## src/rtl/ugps_defines.svh

```systemverilog
// Purpose: constants of the uart pin function select block
// Assumes: 8-bit registers, address = {channel, register index}
// Notes:   definitions only
`ifndef UGPS_DEFINES_SVH
`define UGPS_DEFINES_SVH

// geometry
`define UGPS_NUM_CHAN      4
`define UGPS_PINS_PER_CHAN 4
`define UGPS_DATA_W        8

// register index within a channel
`define UGPS_REG_GPIO_CFG  4'h0
`define UGPS_REG_GPIO_DATA 4'h1
`define UGPS_REG_INT_EN    4'h2
`define UGPS_REG_INT_STS   4'h3
`define UGPS_REG_INT_CLR   4'h4
`define UGPS_REG_LINE_CTL  4'h5
`define UGPS_REG_TX_SYNC   4'h6
`define UGPS_REG_TIMER_UP  4'h7
`define UGPS_REG_CLK_SRC   4'h8
`define UGPS_REG_STATUS    4'h9

// field positions
`define UGPS_FUNC_SEL_BIT  7
`define UGPS_RTS_LVL_BIT   1
`define UGPS_STS_CTS_BIT   0
`define UGPS_STS_RX_BIT    1
`define UGPS_INT_CTS_BIT   4

// dedicated pin slots in a group
`define UGPS_REFCLK_PIN    0
`define UGPS_TIMER_PIN     1

// reset of a channel config: all pins inputs, rts pin high
`define UGPS_CFG_RST       21'h000008
`define UGPS_STS_RST       5'h00

`endif

```

## src/rtl/ugps_pkg.sv

```systemverilog
// Purpose: types of the uart pin function select block
// Assumes: constants live in ugps_defines.svh
// Notes:   config struct is one channel's software state
package ugps_pkg;

  // register bus address split
  typedef struct packed {
    logic [1:0] chan;
    logic [3:0] reg_idx;
  } ugps_addr_t;

  // one channel's software-set configuration
  typedef struct packed {
    logic [3:0] dir;        // 1 = output
    logic [3:0] od;         // 1 = open drain
    logic [3:0] val;        // output value
    logic [4:0] int_en;     // [3:0] pins, [4] cts
    logic       rts_level;  // pin level of rts
    logic       refclk_sel; // pin 0 -> reference clock
    logic       timer_sel;  // pin 1 -> timer
    logic       clksrc_sel; // rts -> baud clock
  } ugps_chan_cfg_t;

endpackage : ugps_pkg

```

## src/rtl/ugps_pin_select.sv

```systemverilog
// Purpose: pin function select for a four-channel uart bridge
// Assumes: sources on same clock; pins asynchronous
// Notes:   all pins registered once before leaving
//
// Contract
// - each gpio pin: input, push-pull, open-drain
// - each gpio pin can raise an event interrupt
// - tx sync bit 7 puts refclk on pin 0
// - timer upper bit 7 puts timer on pin 1
// - rts pin follows software line control level
// - clock source bit 7 puts clock on rts
// - far side drives cts; device samples it
// - each channel has its own tx output
// - every channel's pin 0 can output its own refclk
`timescale 1ns/1ps
`include "ugps_defines.svh"

module ugps_pin_select #(
  parameter int NUM_CHAN = `UGPS_NUM_CHAN,
  parameter int PINS     = `UGPS_PINS_PER_CHAN
) (
  input  wire logic                       CORE_CLK,
  input  wire logic                       RESET,
  input  wire ugps_pkg::ugps_addr_t       ADDR,
  input  wire logic [`UGPS_DATA_W-1:0]    WDATA,
  input  wire logic                       WR,
  input  wire logic                       RD,
  output logic      [`UGPS_DATA_W-1:0]    RDATA,
  input  wire logic [NUM_CHAN-1:0]        TX_DATA,
  input  wire logic [NUM_CHAN-1:0]        REF_CLK,
  input  wire logic [NUM_CHAN-1:0]        TIMER_OUT,
  input  wire logic [NUM_CHAN-1:0]        BAUD_CLK,
  output logic      [NUM_CHAN-1:0]        TX,
  output logic      [NUM_CHAN-1:0]        RTS_N,
  input  wire logic [NUM_CHAN-1:0]        CTS_N,
  input  wire logic [NUM_CHAN-1:0]        RX,
  output logic      [NUM_CHAN-1:0]        CTS_N_CORE,
  output logic      [NUM_CHAN-1:0]        RX_CORE,
  input  wire logic [NUM_CHAN*PINS-1:0]   GPIO_IN,
  output logic      [NUM_CHAN*PINS-1:0]   GPIO_OUT,
  output logic      [NUM_CHAN*PINS-1:0]   GPIO_OE_N,
  output logic                            IRQ
);
  import ugps_pkg::*;

  // group slices below are four pins wide, so PINS stays at four
  localparam int NPIN = NUM_CHAN * PINS;

  // software state
  ugps_chan_cfg_t          cfg_ff     [NUM_CHAN];
  ugps_chan_cfg_t          nxt_cfg    [NUM_CHAN];
  logic [4:0]              sts_ff     [NUM_CHAN];
  logic [4:0]              nxt_sts    [NUM_CHAN];
  logic [`UGPS_DATA_W-1:0] rdata_ff;
  logic [`UGPS_DATA_W-1:0] nxt_rdata;
  logic                    irq_ff;
  logic                    nxt_irq;

  // pin synchronisers and edge history
  logic [NPIN-1:0]         gpio_meta_ff;
  logic [NPIN-1:0]         gpio_sync_ff;
  logic [NPIN-1:0]         gpio_prev_ff;
  logic [NUM_CHAN-1:0]     cts_meta_ff;
  logic [NUM_CHAN-1:0]     cts_sync_ff;
  logic [NUM_CHAN-1:0]     cts_prev_ff;
  logic [NUM_CHAN-1:0]     rx_meta_ff;
  logic [NUM_CHAN-1:0]     rx_sync_ff;

  // pin drivers
  logic [NPIN-1:0]         gpio_out_ff;
  logic [NPIN-1:0]         nxt_gpio_out;
  logic [NPIN-1:0]         gpio_oe_n_ff;
  logic [NPIN-1:0]         nxt_gpio_oe_n;
  logic [NUM_CHAN-1:0]     tx_ff;
  logic [NUM_CHAN-1:0]     nxt_tx;
  logic [NUM_CHAN-1:0]     rts_n_ff;
  logic [NUM_CHAN-1:0]     nxt_rts_n;

  // two flops per pin before anything looks at it
  always_ff @(posedge CORE_CLK or posedge RESET) begin
    if (RESET) begin
      // gpio lines rest low on their pull-downs
      gpio_meta_ff <= '0;
      gpio_sync_ff <= '0;
      gpio_prev_ff <= '0;
      // cts and rx rest high, so release makes no false edge
      cts_meta_ff  <= '1;
      cts_sync_ff  <= '1;
      cts_prev_ff  <= '1;
      rx_meta_ff   <= '1;
      rx_sync_ff   <= '1;
    end else begin
      gpio_meta_ff <= GPIO_IN;
      gpio_sync_ff <= gpio_meta_ff;
      // history flop for the edge detector
      gpio_prev_ff <= gpio_sync_ff;
      cts_meta_ff  <= CTS_N;
      cts_sync_ff  <= cts_meta_ff;
      cts_prev_ff  <= cts_sync_ff;
      rx_meta_ff   <= RX;
      rx_sync_ff   <= rx_meta_ff;
    end
  end

  // register writes, sticky status and interrupt
  always_comb begin
    logic [3:0] pin_edge;
    logic       cts_edge;
    logic       hit;
    logic [3:0] out_mask;
    pin_edge = 4'h0;
    cts_edge = 1'b0;
    hit      = 1'b0;
    out_mask = 4'h0;
    nxt_irq  = 1'b0;
    for (int c = 0; c < NUM_CHAN; c++) begin
      nxt_cfg[c] = cfg_ff[c];
      nxt_sts[c] = sts_ff[c];
      // only the addressed channel takes the write
      hit = WR && (int'(ADDR.chan) == c);
      if (hit) begin
        unique case (ADDR.reg_idx)
          `UGPS_REG_GPIO_CFG: begin
            nxt_cfg[c].dir = WDATA[3:0];
            nxt_cfg[c].od  = WDATA[7:4];
          end
          `UGPS_REG_GPIO_DATA: begin
            nxt_cfg[c].val = WDATA[3:0];
          end
          `UGPS_REG_INT_EN: begin
            nxt_cfg[c].int_en = WDATA[4:0];
          end
          `UGPS_REG_INT_CLR: begin
            nxt_sts[c] = sts_ff[c] & ~WDATA[4:0];
          end
          `UGPS_REG_LINE_CTL: begin
            nxt_cfg[c].rts_level = WDATA[`UGPS_RTS_LVL_BIT];
          end
          `UGPS_REG_TX_SYNC: begin
            nxt_cfg[c].refclk_sel = WDATA[`UGPS_FUNC_SEL_BIT];
          end
          `UGPS_REG_TIMER_UP: begin
            nxt_cfg[c].timer_sel = WDATA[`UGPS_FUNC_SEL_BIT];
          end
          `UGPS_REG_CLK_SRC: begin
            nxt_cfg[c].clksrc_sel = WDATA[`UGPS_FUNC_SEL_BIT];
          end
          `UGPS_REG_INT_STS, `UGPS_REG_STATUS: begin
            // read-only: the write is dropped
            nxt_cfg[c] = cfg_ff[c];
          end
          default: begin
            // unmapped: write ignored
            nxt_cfg[c] = cfg_ff[c];
          end
        endcase
      end
      // a pin the device drives, gpio or dedicated, is an output
      // its own toggling would otherwise flood the status
      out_mask = cfg_ff[c].dir;
      out_mask[`UGPS_REFCLK_PIN] = cfg_ff[c].dir[`UGPS_REFCLK_PIN] | cfg_ff[c].refclk_sel;
      out_mask[`UGPS_TIMER_PIN]  = cfg_ff[c].dir[`UGPS_TIMER_PIN] | cfg_ff[c].timer_sel;
      // any edge on an input pin is an event
      pin_edge = (gpio_sync_ff[c*PINS +: 4] ^ gpio_prev_ff[c*PINS +: 4])
                 & ~out_mask;
      cts_edge = cts_sync_ff[c] ^ cts_prev_ff[c];
      // set wins over a clear in the same cycle
      nxt_sts[c] = nxt_sts[c] | {cts_edge, pin_edge};
      // enabled sticky bits raise the level interrupt
      nxt_irq = nxt_irq | (|(sts_ff[c] & cfg_ff[c].int_en));
    end
  end

  // configuration and sticky status registers
  always_ff @(posedge CORE_CLK or posedge RESET) begin
    if (RESET) begin
      for (int c = 0; c < NUM_CHAN; c++) begin
        cfg_ff[c] <= ugps_chan_cfg_t'(`UGPS_CFG_RST);
        sts_ff[c] <= `UGPS_STS_RST;
      end
      irq_ff <= 1'b0;
    end else begin
      for (int c = 0; c < NUM_CHAN; c++) begin
        cfg_ff[c] <= nxt_cfg[c];
        sts_ff[c] <= nxt_sts[c];
      end
      irq_ff <= nxt_irq;
    end
  end

  // read data valid only in the cycle after the strobe
  // gating on the strobe keeps the bus at zero between answers
  always_comb begin
    int c;
    c = int'(ADDR.chan);
    nxt_rdata = 8'h00;
    if (RD && c < NUM_CHAN) begin
      unique case (ADDR.reg_idx)
        `UGPS_REG_GPIO_CFG: begin
          nxt_rdata = {cfg_ff[c].od, cfg_ff[c].dir};
        end
        `UGPS_REG_GPIO_DATA: begin
          // reads the pin level, not the written value
          nxt_rdata[3:0] = gpio_sync_ff[c*PINS +: 4];
        end
        `UGPS_REG_INT_EN: begin
          nxt_rdata[4:0] = cfg_ff[c].int_en;
        end
        `UGPS_REG_INT_STS: begin
          nxt_rdata[4:0] = sts_ff[c];
        end
        `UGPS_REG_LINE_CTL: begin
          nxt_rdata[`UGPS_RTS_LVL_BIT] = cfg_ff[c].rts_level;
        end
        `UGPS_REG_TX_SYNC: begin
          nxt_rdata[`UGPS_FUNC_SEL_BIT] = cfg_ff[c].refclk_sel;
        end
        `UGPS_REG_TIMER_UP: begin
          nxt_rdata[`UGPS_FUNC_SEL_BIT] = cfg_ff[c].timer_sel;
        end
        `UGPS_REG_CLK_SRC: begin
          nxt_rdata[`UGPS_FUNC_SEL_BIT] = cfg_ff[c].clksrc_sel;
        end
        `UGPS_REG_INT_CLR: begin
          // write-only: reads zero
          nxt_rdata = 8'h00;
        end
        `UGPS_REG_STATUS: begin
          nxt_rdata[`UGPS_STS_CTS_BIT] = cts_sync_ff[c];
          nxt_rdata[`UGPS_STS_RX_BIT]  = rx_sync_ff[c];
        end
        default: begin
          // unmapped register indices read zero
          nxt_rdata = 8'h00;
        end
      endcase
    end
  end

  // read data register
  always_ff @(posedge CORE_CLK or posedge RESET) begin
    if (RESET) begin
      rdata_ff <= 8'h00;
    end else begin
      rdata_ff <= nxt_rdata;
    end
  end

  // pin source selection per channel
  always_comb begin
    logic ded;
    logic ded_val;
    int   p;
    ded     = 1'b0;
    ded_val = 1'b0;
    p       = 0;
    // defaults; every bit is set again in the loop
    nxt_gpio_out  = '0;
    nxt_gpio_oe_n = '1;
    nxt_tx        = '0;
    nxt_rts_n     = '1;
    for (int c = 0; c < NUM_CHAN; c++) begin
      nxt_tx[c] = TX_DATA[c];
      // baud clock has priority over level
      if (cfg_ff[c].clksrc_sel) begin
        nxt_rts_n[c] = BAUD_CLK[c];
      end else begin
        nxt_rts_n[c] = cfg_ff[c].rts_level;
      end
      // walk the pins of this group
      for (int i = 0; i < PINS; i++) begin
        p = c * PINS + i;
        // refclk on first pin of every group
        ded = (i == `UGPS_REFCLK_PIN && cfg_ff[c].refclk_sel) ||
              (i == `UGPS_TIMER_PIN && cfg_ff[c].timer_sel);
        ded_val = (i == `UGPS_REFCLK_PIN) ? REF_CLK[c] : TIMER_OUT[c];
        // dedicated drive ignores the open-drain bit
        // dedicated function wins, gpio state kept
        if (ded) begin
          nxt_gpio_out[p]  = ded_val;
          nxt_gpio_oe_n[p] = 1'b0;
        end else if (cfg_ff[c].dir[i]) begin
          if (cfg_ff[c].od[i]) begin
            nxt_gpio_out[p]  = 1'b0;
            nxt_gpio_oe_n[p] = cfg_ff[c].val[i];
          end else begin
            nxt_gpio_out[p]  = cfg_ff[c].val[i];
            nxt_gpio_oe_n[p] = 1'b0;
          end
        end else begin
          nxt_gpio_out[p]  = 1'b0;
          nxt_gpio_oe_n[p] = 1'b1;
        end
      end
    end
  end

  // output flops; clocks through here gain one cycle of delay
  // tx rests high, an idle line, while in reset
  always_ff @(posedge CORE_CLK or posedge RESET) begin
    if (RESET) begin
      gpio_out_ff  <= '0;
      gpio_oe_n_ff <= '1;
      tx_ff        <= '1;
      rts_n_ff     <= '1;
    end else begin
      gpio_out_ff  <= nxt_gpio_out;
      gpio_oe_n_ff <= nxt_gpio_oe_n;
      tx_ff        <= nxt_tx;
      rts_n_ff     <= nxt_rts_n;
    end
  end

  // bus side: ports straight from flops
  assign RDATA      = rdata_ff;
  assign IRQ        = irq_ff;

  // pin side
  assign TX         = tx_ff;
  assign RTS_N      = rts_n_ff;
  assign GPIO_OUT   = gpio_out_ff;
  assign GPIO_OE_N  = gpio_oe_n_ff;
  assign CTS_N_CORE = cts_sync_ff;
  assign RX_CORE    = rx_sync_ff;

endmodule : ugps_pin_select

```

## config.mk

```make
export PLATFORM = sky130hd
export DESIGN_NAME = ugps_pin_select
export DESIGN_NICKNAME = d
export VERILOG_FILES = /design/src/rtl/ugps_pkg.sv /design/src/rtl/ugps_pin_select.sv
export VERILOG_INCLUDE_DIRS = /design/src /design/src/rtl
export SDC_FILE = /design/constraint.sdc
export NUM_CORES = 1
export LEC_CHECK = 0
export BUFFER_PORTS_ARGS = -buffer_cell sky130_fd_sc_hd__buf_2
export CORE_MARGIN = 3
export CORE_UTILIZATION = 45
export CTS_CLUSTER_SIZE = 30
export DETAILED_ROUTE_END_ITERATION = 6
export GPL_ROUTABILITY_DRIVEN = 0
export GPL_TIMING_DRIVEN = 0
export PLACE_DENSITY = 0.66
export SETUP_SLACK_MARGIN = 0.15
export SYNTH_ARGS = -nofsm -noshare
export SYNTH_HDL_FRONTEND = slang
export SYNTH_SLANG_ARGS = --single-unit
```

## constraint.sdc

```tcl
create_clock -name CORE_CLK -period 8.7 [get_ports CORE_CLK]
set_input_delay 0.435 -clock CORE_CLK [delete_from_list [all_inputs] [get_ports CORE_CLK]]
set_output_delay 0.435 -clock CORE_CLK [all_outputs]
set_load 0.1 [all_outputs]
```

==> results.py <==
metrics = {
    "final_layout": {
        "fillers": 1533,
        "seqCellArea_mm2": 0.005590,
        "area_delta_synth_final_pct": 20.73,
        "multi_input_comb_area_mm2": 0.002974,
        "finish.utilization_pct": 55.75,
        "n_antenna_cell": 0,
        "fin_nets": 774,
        "drive_gt1_share_pct": 45.70,
    },
    "timing": {
        "slew_viol_final": 0,
        "worstMarginPinSlew_ns": 1.023,
        "min_period_over_period_pct": 23.32,
        "finalSetupTns_ns": 0,
        "fmax_mhz": 493.0,
        "fin_worst_skew_ns": 0.02172,
        "rsz0062_at_grt": "false",
        "finalSetupViolCount": 0,
        "hold_viol": 0,
        "period_minus_slack_ns": 2.029,
        "holdWs_ns": 0.01993,
        "slew-limit-headroom_pct": 31.60,
    },
    "floorplanning": {
        "core.rowCount": 50,
        "core_area_mm2": 0.01883,
        "chipHeight_um": 145.0,
        "io-pin-count": 115,
        "die-width_um": 145.0,
        "start_util_pct": 46.18,
        "dieArea_mm2": 0.02103,
    },
    "critical_path": {
        "r2r_start": "CTS_N_CORE[0]",
        "r2r_cells": 4,
        "cp.arrival_ns": 2.41,
        "cpMaxStageDelayCell": "nor4b_2",
        "r2r_end": "RDATA[0]",
        "path_buf_inv": 2,
        "end_kind": "register",
        "path_max_fanout": 10,
        "rrSetupSlack_ns": 6.94,
        "start_kind": "primary input",
        "worstPathRequired_ns": 9.08,
        "crit_type": "primary input to register",
        "critical-path-max-stage-delay_ns": 0.96,
        "cp_top_family": "simple AND/OR/NAND/NOR gates",
        "cp_cell_sequence": "buf_2 -> clkbuf_1 -> nor4b_2 -> nand2_1 -> o21ai_0 -> o31ai_1",
    },
    "yosys": {
        "ys.flop_type": "dfrtp_1",
        "yosysTopAreaCell": "dfrtp_1",
        "synth_cell_types": 48,
        "synth_area_mm2": 0.008696,
        "synth_most_common_cell": "dfrtp_1",
        "syn-mean-instance-area_um2": 15.02,
        "synth_edf_count": 0,
        "synth-seq-cells": 221,
        "yosysTopAreaCellShare_pct": 49.78,
        "ys_async_sr_fraction_pct": 100.0,
        "yosys_warnings": 0,
        "netlist_instances": 579,
        "synthTopCellsByCount": "dfrtp_1, mux2_2, nand2_1",
        "ys_seq_area_share_pct": 64.29,
        "syn_nets": 637,
        "ys_top_cells_by_area": "dfrtp_1, dfstp_2, mux2_2",
    },
    "grt": {
        "grt_antenna_before_repair": 0,
        "grt_max_degree": 135,
        "grt_pass1_vias": 5747,
        "grt-ovfl-total": 0,
        "grt_use_total_pct": 19.65,
        "grt_pass1_wl_um": 32550,
    },
    "pwr": {
        "p_leak_nw": 4.664,
        "ir_drop_uv": 152.4,
        "p_per_area_mw_per_mm2": 263.7,
    },
    "route": {
        "drt-initial-drc-count": 475,
        "drt_wl_total_um": 20830,
        "wl_per_cell_um": 20.97,
        "via_per_inst": 5.514,
        "antenna_left": 0,
        "drc_errors": 0,
        "vias": 5475,
        "first_pass_iters": 5,
    },
    "placed_design": {
        "numPortBuffers": 111,
        "hpwl_um": 14140,
    },
    "flow_run": {
        "drv_cap": 0,
    },
    "cts": {
        "cts.path.max_buffers": 3,
        "h-tree-depth": 1,
        "cts_num_sinks": 221,
        "clock_latency_ns": 0.51,
        "hold_buffers": 0,
        "clk_pin_slew_ns": 0.06,
        "clockRootBuffer": "clkbuf_16",
        "cts_setup_buffers": 0,
        "cts_tree": "yes",
        "cts_made_buffers": 23,
        "ctsResizeCount": 0,
    },
    "worst_hold_path": {
        "hold_class": "primary input to asynchronous set/reset pin",
    },
    "outcome": {
        "outcome": "finished clean",
    },
}
[worst register-to-register path, stage by stage (launching register included)]
cell and delay, ns:
dfstp_2 0.57, mux4_2 0.32, nand2b_1 0.08, a211o_1 0.31, a211oi_1 0.35
[per-layer routing]
layer	part of all wire (%)	routed length, um	global-route usage, %	up-vias
met5	0	0	0	-
met1	42	8796	27.01	2788
met3	7.9	1641	4.497	46
met2	47	9823	31.55	265
met4	2.7	567	6.033	0
li1	-	-	-	2376
[cell usage in the layout (no fill, tap or decap), types with 6 or more instances in the layout]
cell type,n
a22oi_1,6
nand2_1,63
clkbuf_16,23
o21ai_0,32
mux4_2,23
o31ai_1,8
dfrtp_1,173
xnor2_1,20
a21oi_1,10
nor2_1,14
and3b_1,7
clkbuf_1,11
bufinv_16,7
mux2_2,88
dfstp_2,48
buf_2,116
nand3b_1,9
[sequential cells by signal (all words and copies together) (netlist names)]
register and cells:
RTS_N 4, gpio_sync_ff 16, gpio_prev_ff 16, rx_meta_ff 4
GPIO_OE_N 16, cfg_ff 84, cts_meta_ff 4, sts_ff 20
RX_CORE 4, IRQ 1, TX 4, gpio_meta_ff 16
RDATA 8, cts_prev_ff 4, CTS_N_CORE 4, GPIO_OUT 16
[worst max-delay path by stage]
| stage | from | to | slack, ns | depth (start not counted) |
|---|---|---|---|---|
| CTS | CTS_N_CORE[0] | CTS_N_CORE[0] | 6.74 | 1 |
| global route | ADDR[1] | sts_ff[6] | 6.51 | 6 |
| detailed placement | ADDR[1] | sts_ff[6] | 6.29 | 6 |
| global placement | RESET | GPIO_OUT[9] | 0.38 | 2 |
| floorplan | RESET | GPIO_OUT[0] | 2.30 | 1 |
| finish | ADDR[1] | sts_ff[6] | 6.67 | 6 |
[area by class of cell]
class | count | share of cell area [%]
sequential | 221 | 53.25
clock buffer | 28 | 6.042
tap | 260 | 3.099
inverter | 3 | 0.1788
clock inverter | 14 | 2.407
timing repair buffer | 112 | 5.554
buffer | 20 | 1.144
multi-input combinational | 335 | 28.33
[cell families after synthesis]
logic type             synth area share, %
buffers and inverters                1.511
flip-flops                           64.29
multiplexers                         19.37
AND/OR/NAND/NOR                      7.266
AO/OA/AOI/OAI                        5.554
XOR/XNOR                             2.014
[metrics by stage]
| stage | cell area [um2] | cells | setup slack, ns | power (mW) |
|---|---|---|---|---|
| final | 10500 | 993 | 6.671 | 2.769 |
| after CTS | 10500 | 993 | 6.737 | 2.789 |
| after floorplan | 8696 | 579 | 2.295 | 1.555 |
| after detailed placement | 9612 | 951 | 6.290 | 1.656 |
| after global placement | 9577 | 950 | 0.3837 | 1.643 |
| after global routing | 10500 | 993 | 6.509 | 2.867 |
[report_power, final]
part           switching (mW)  total, mW  internal, mW
logic                   0.304      0.431         0.127
clock network           0.402       1.13         0.728
registers              0.0698       1.21          1.14
No activity file was read; power rests on OpenSTA's default activity.
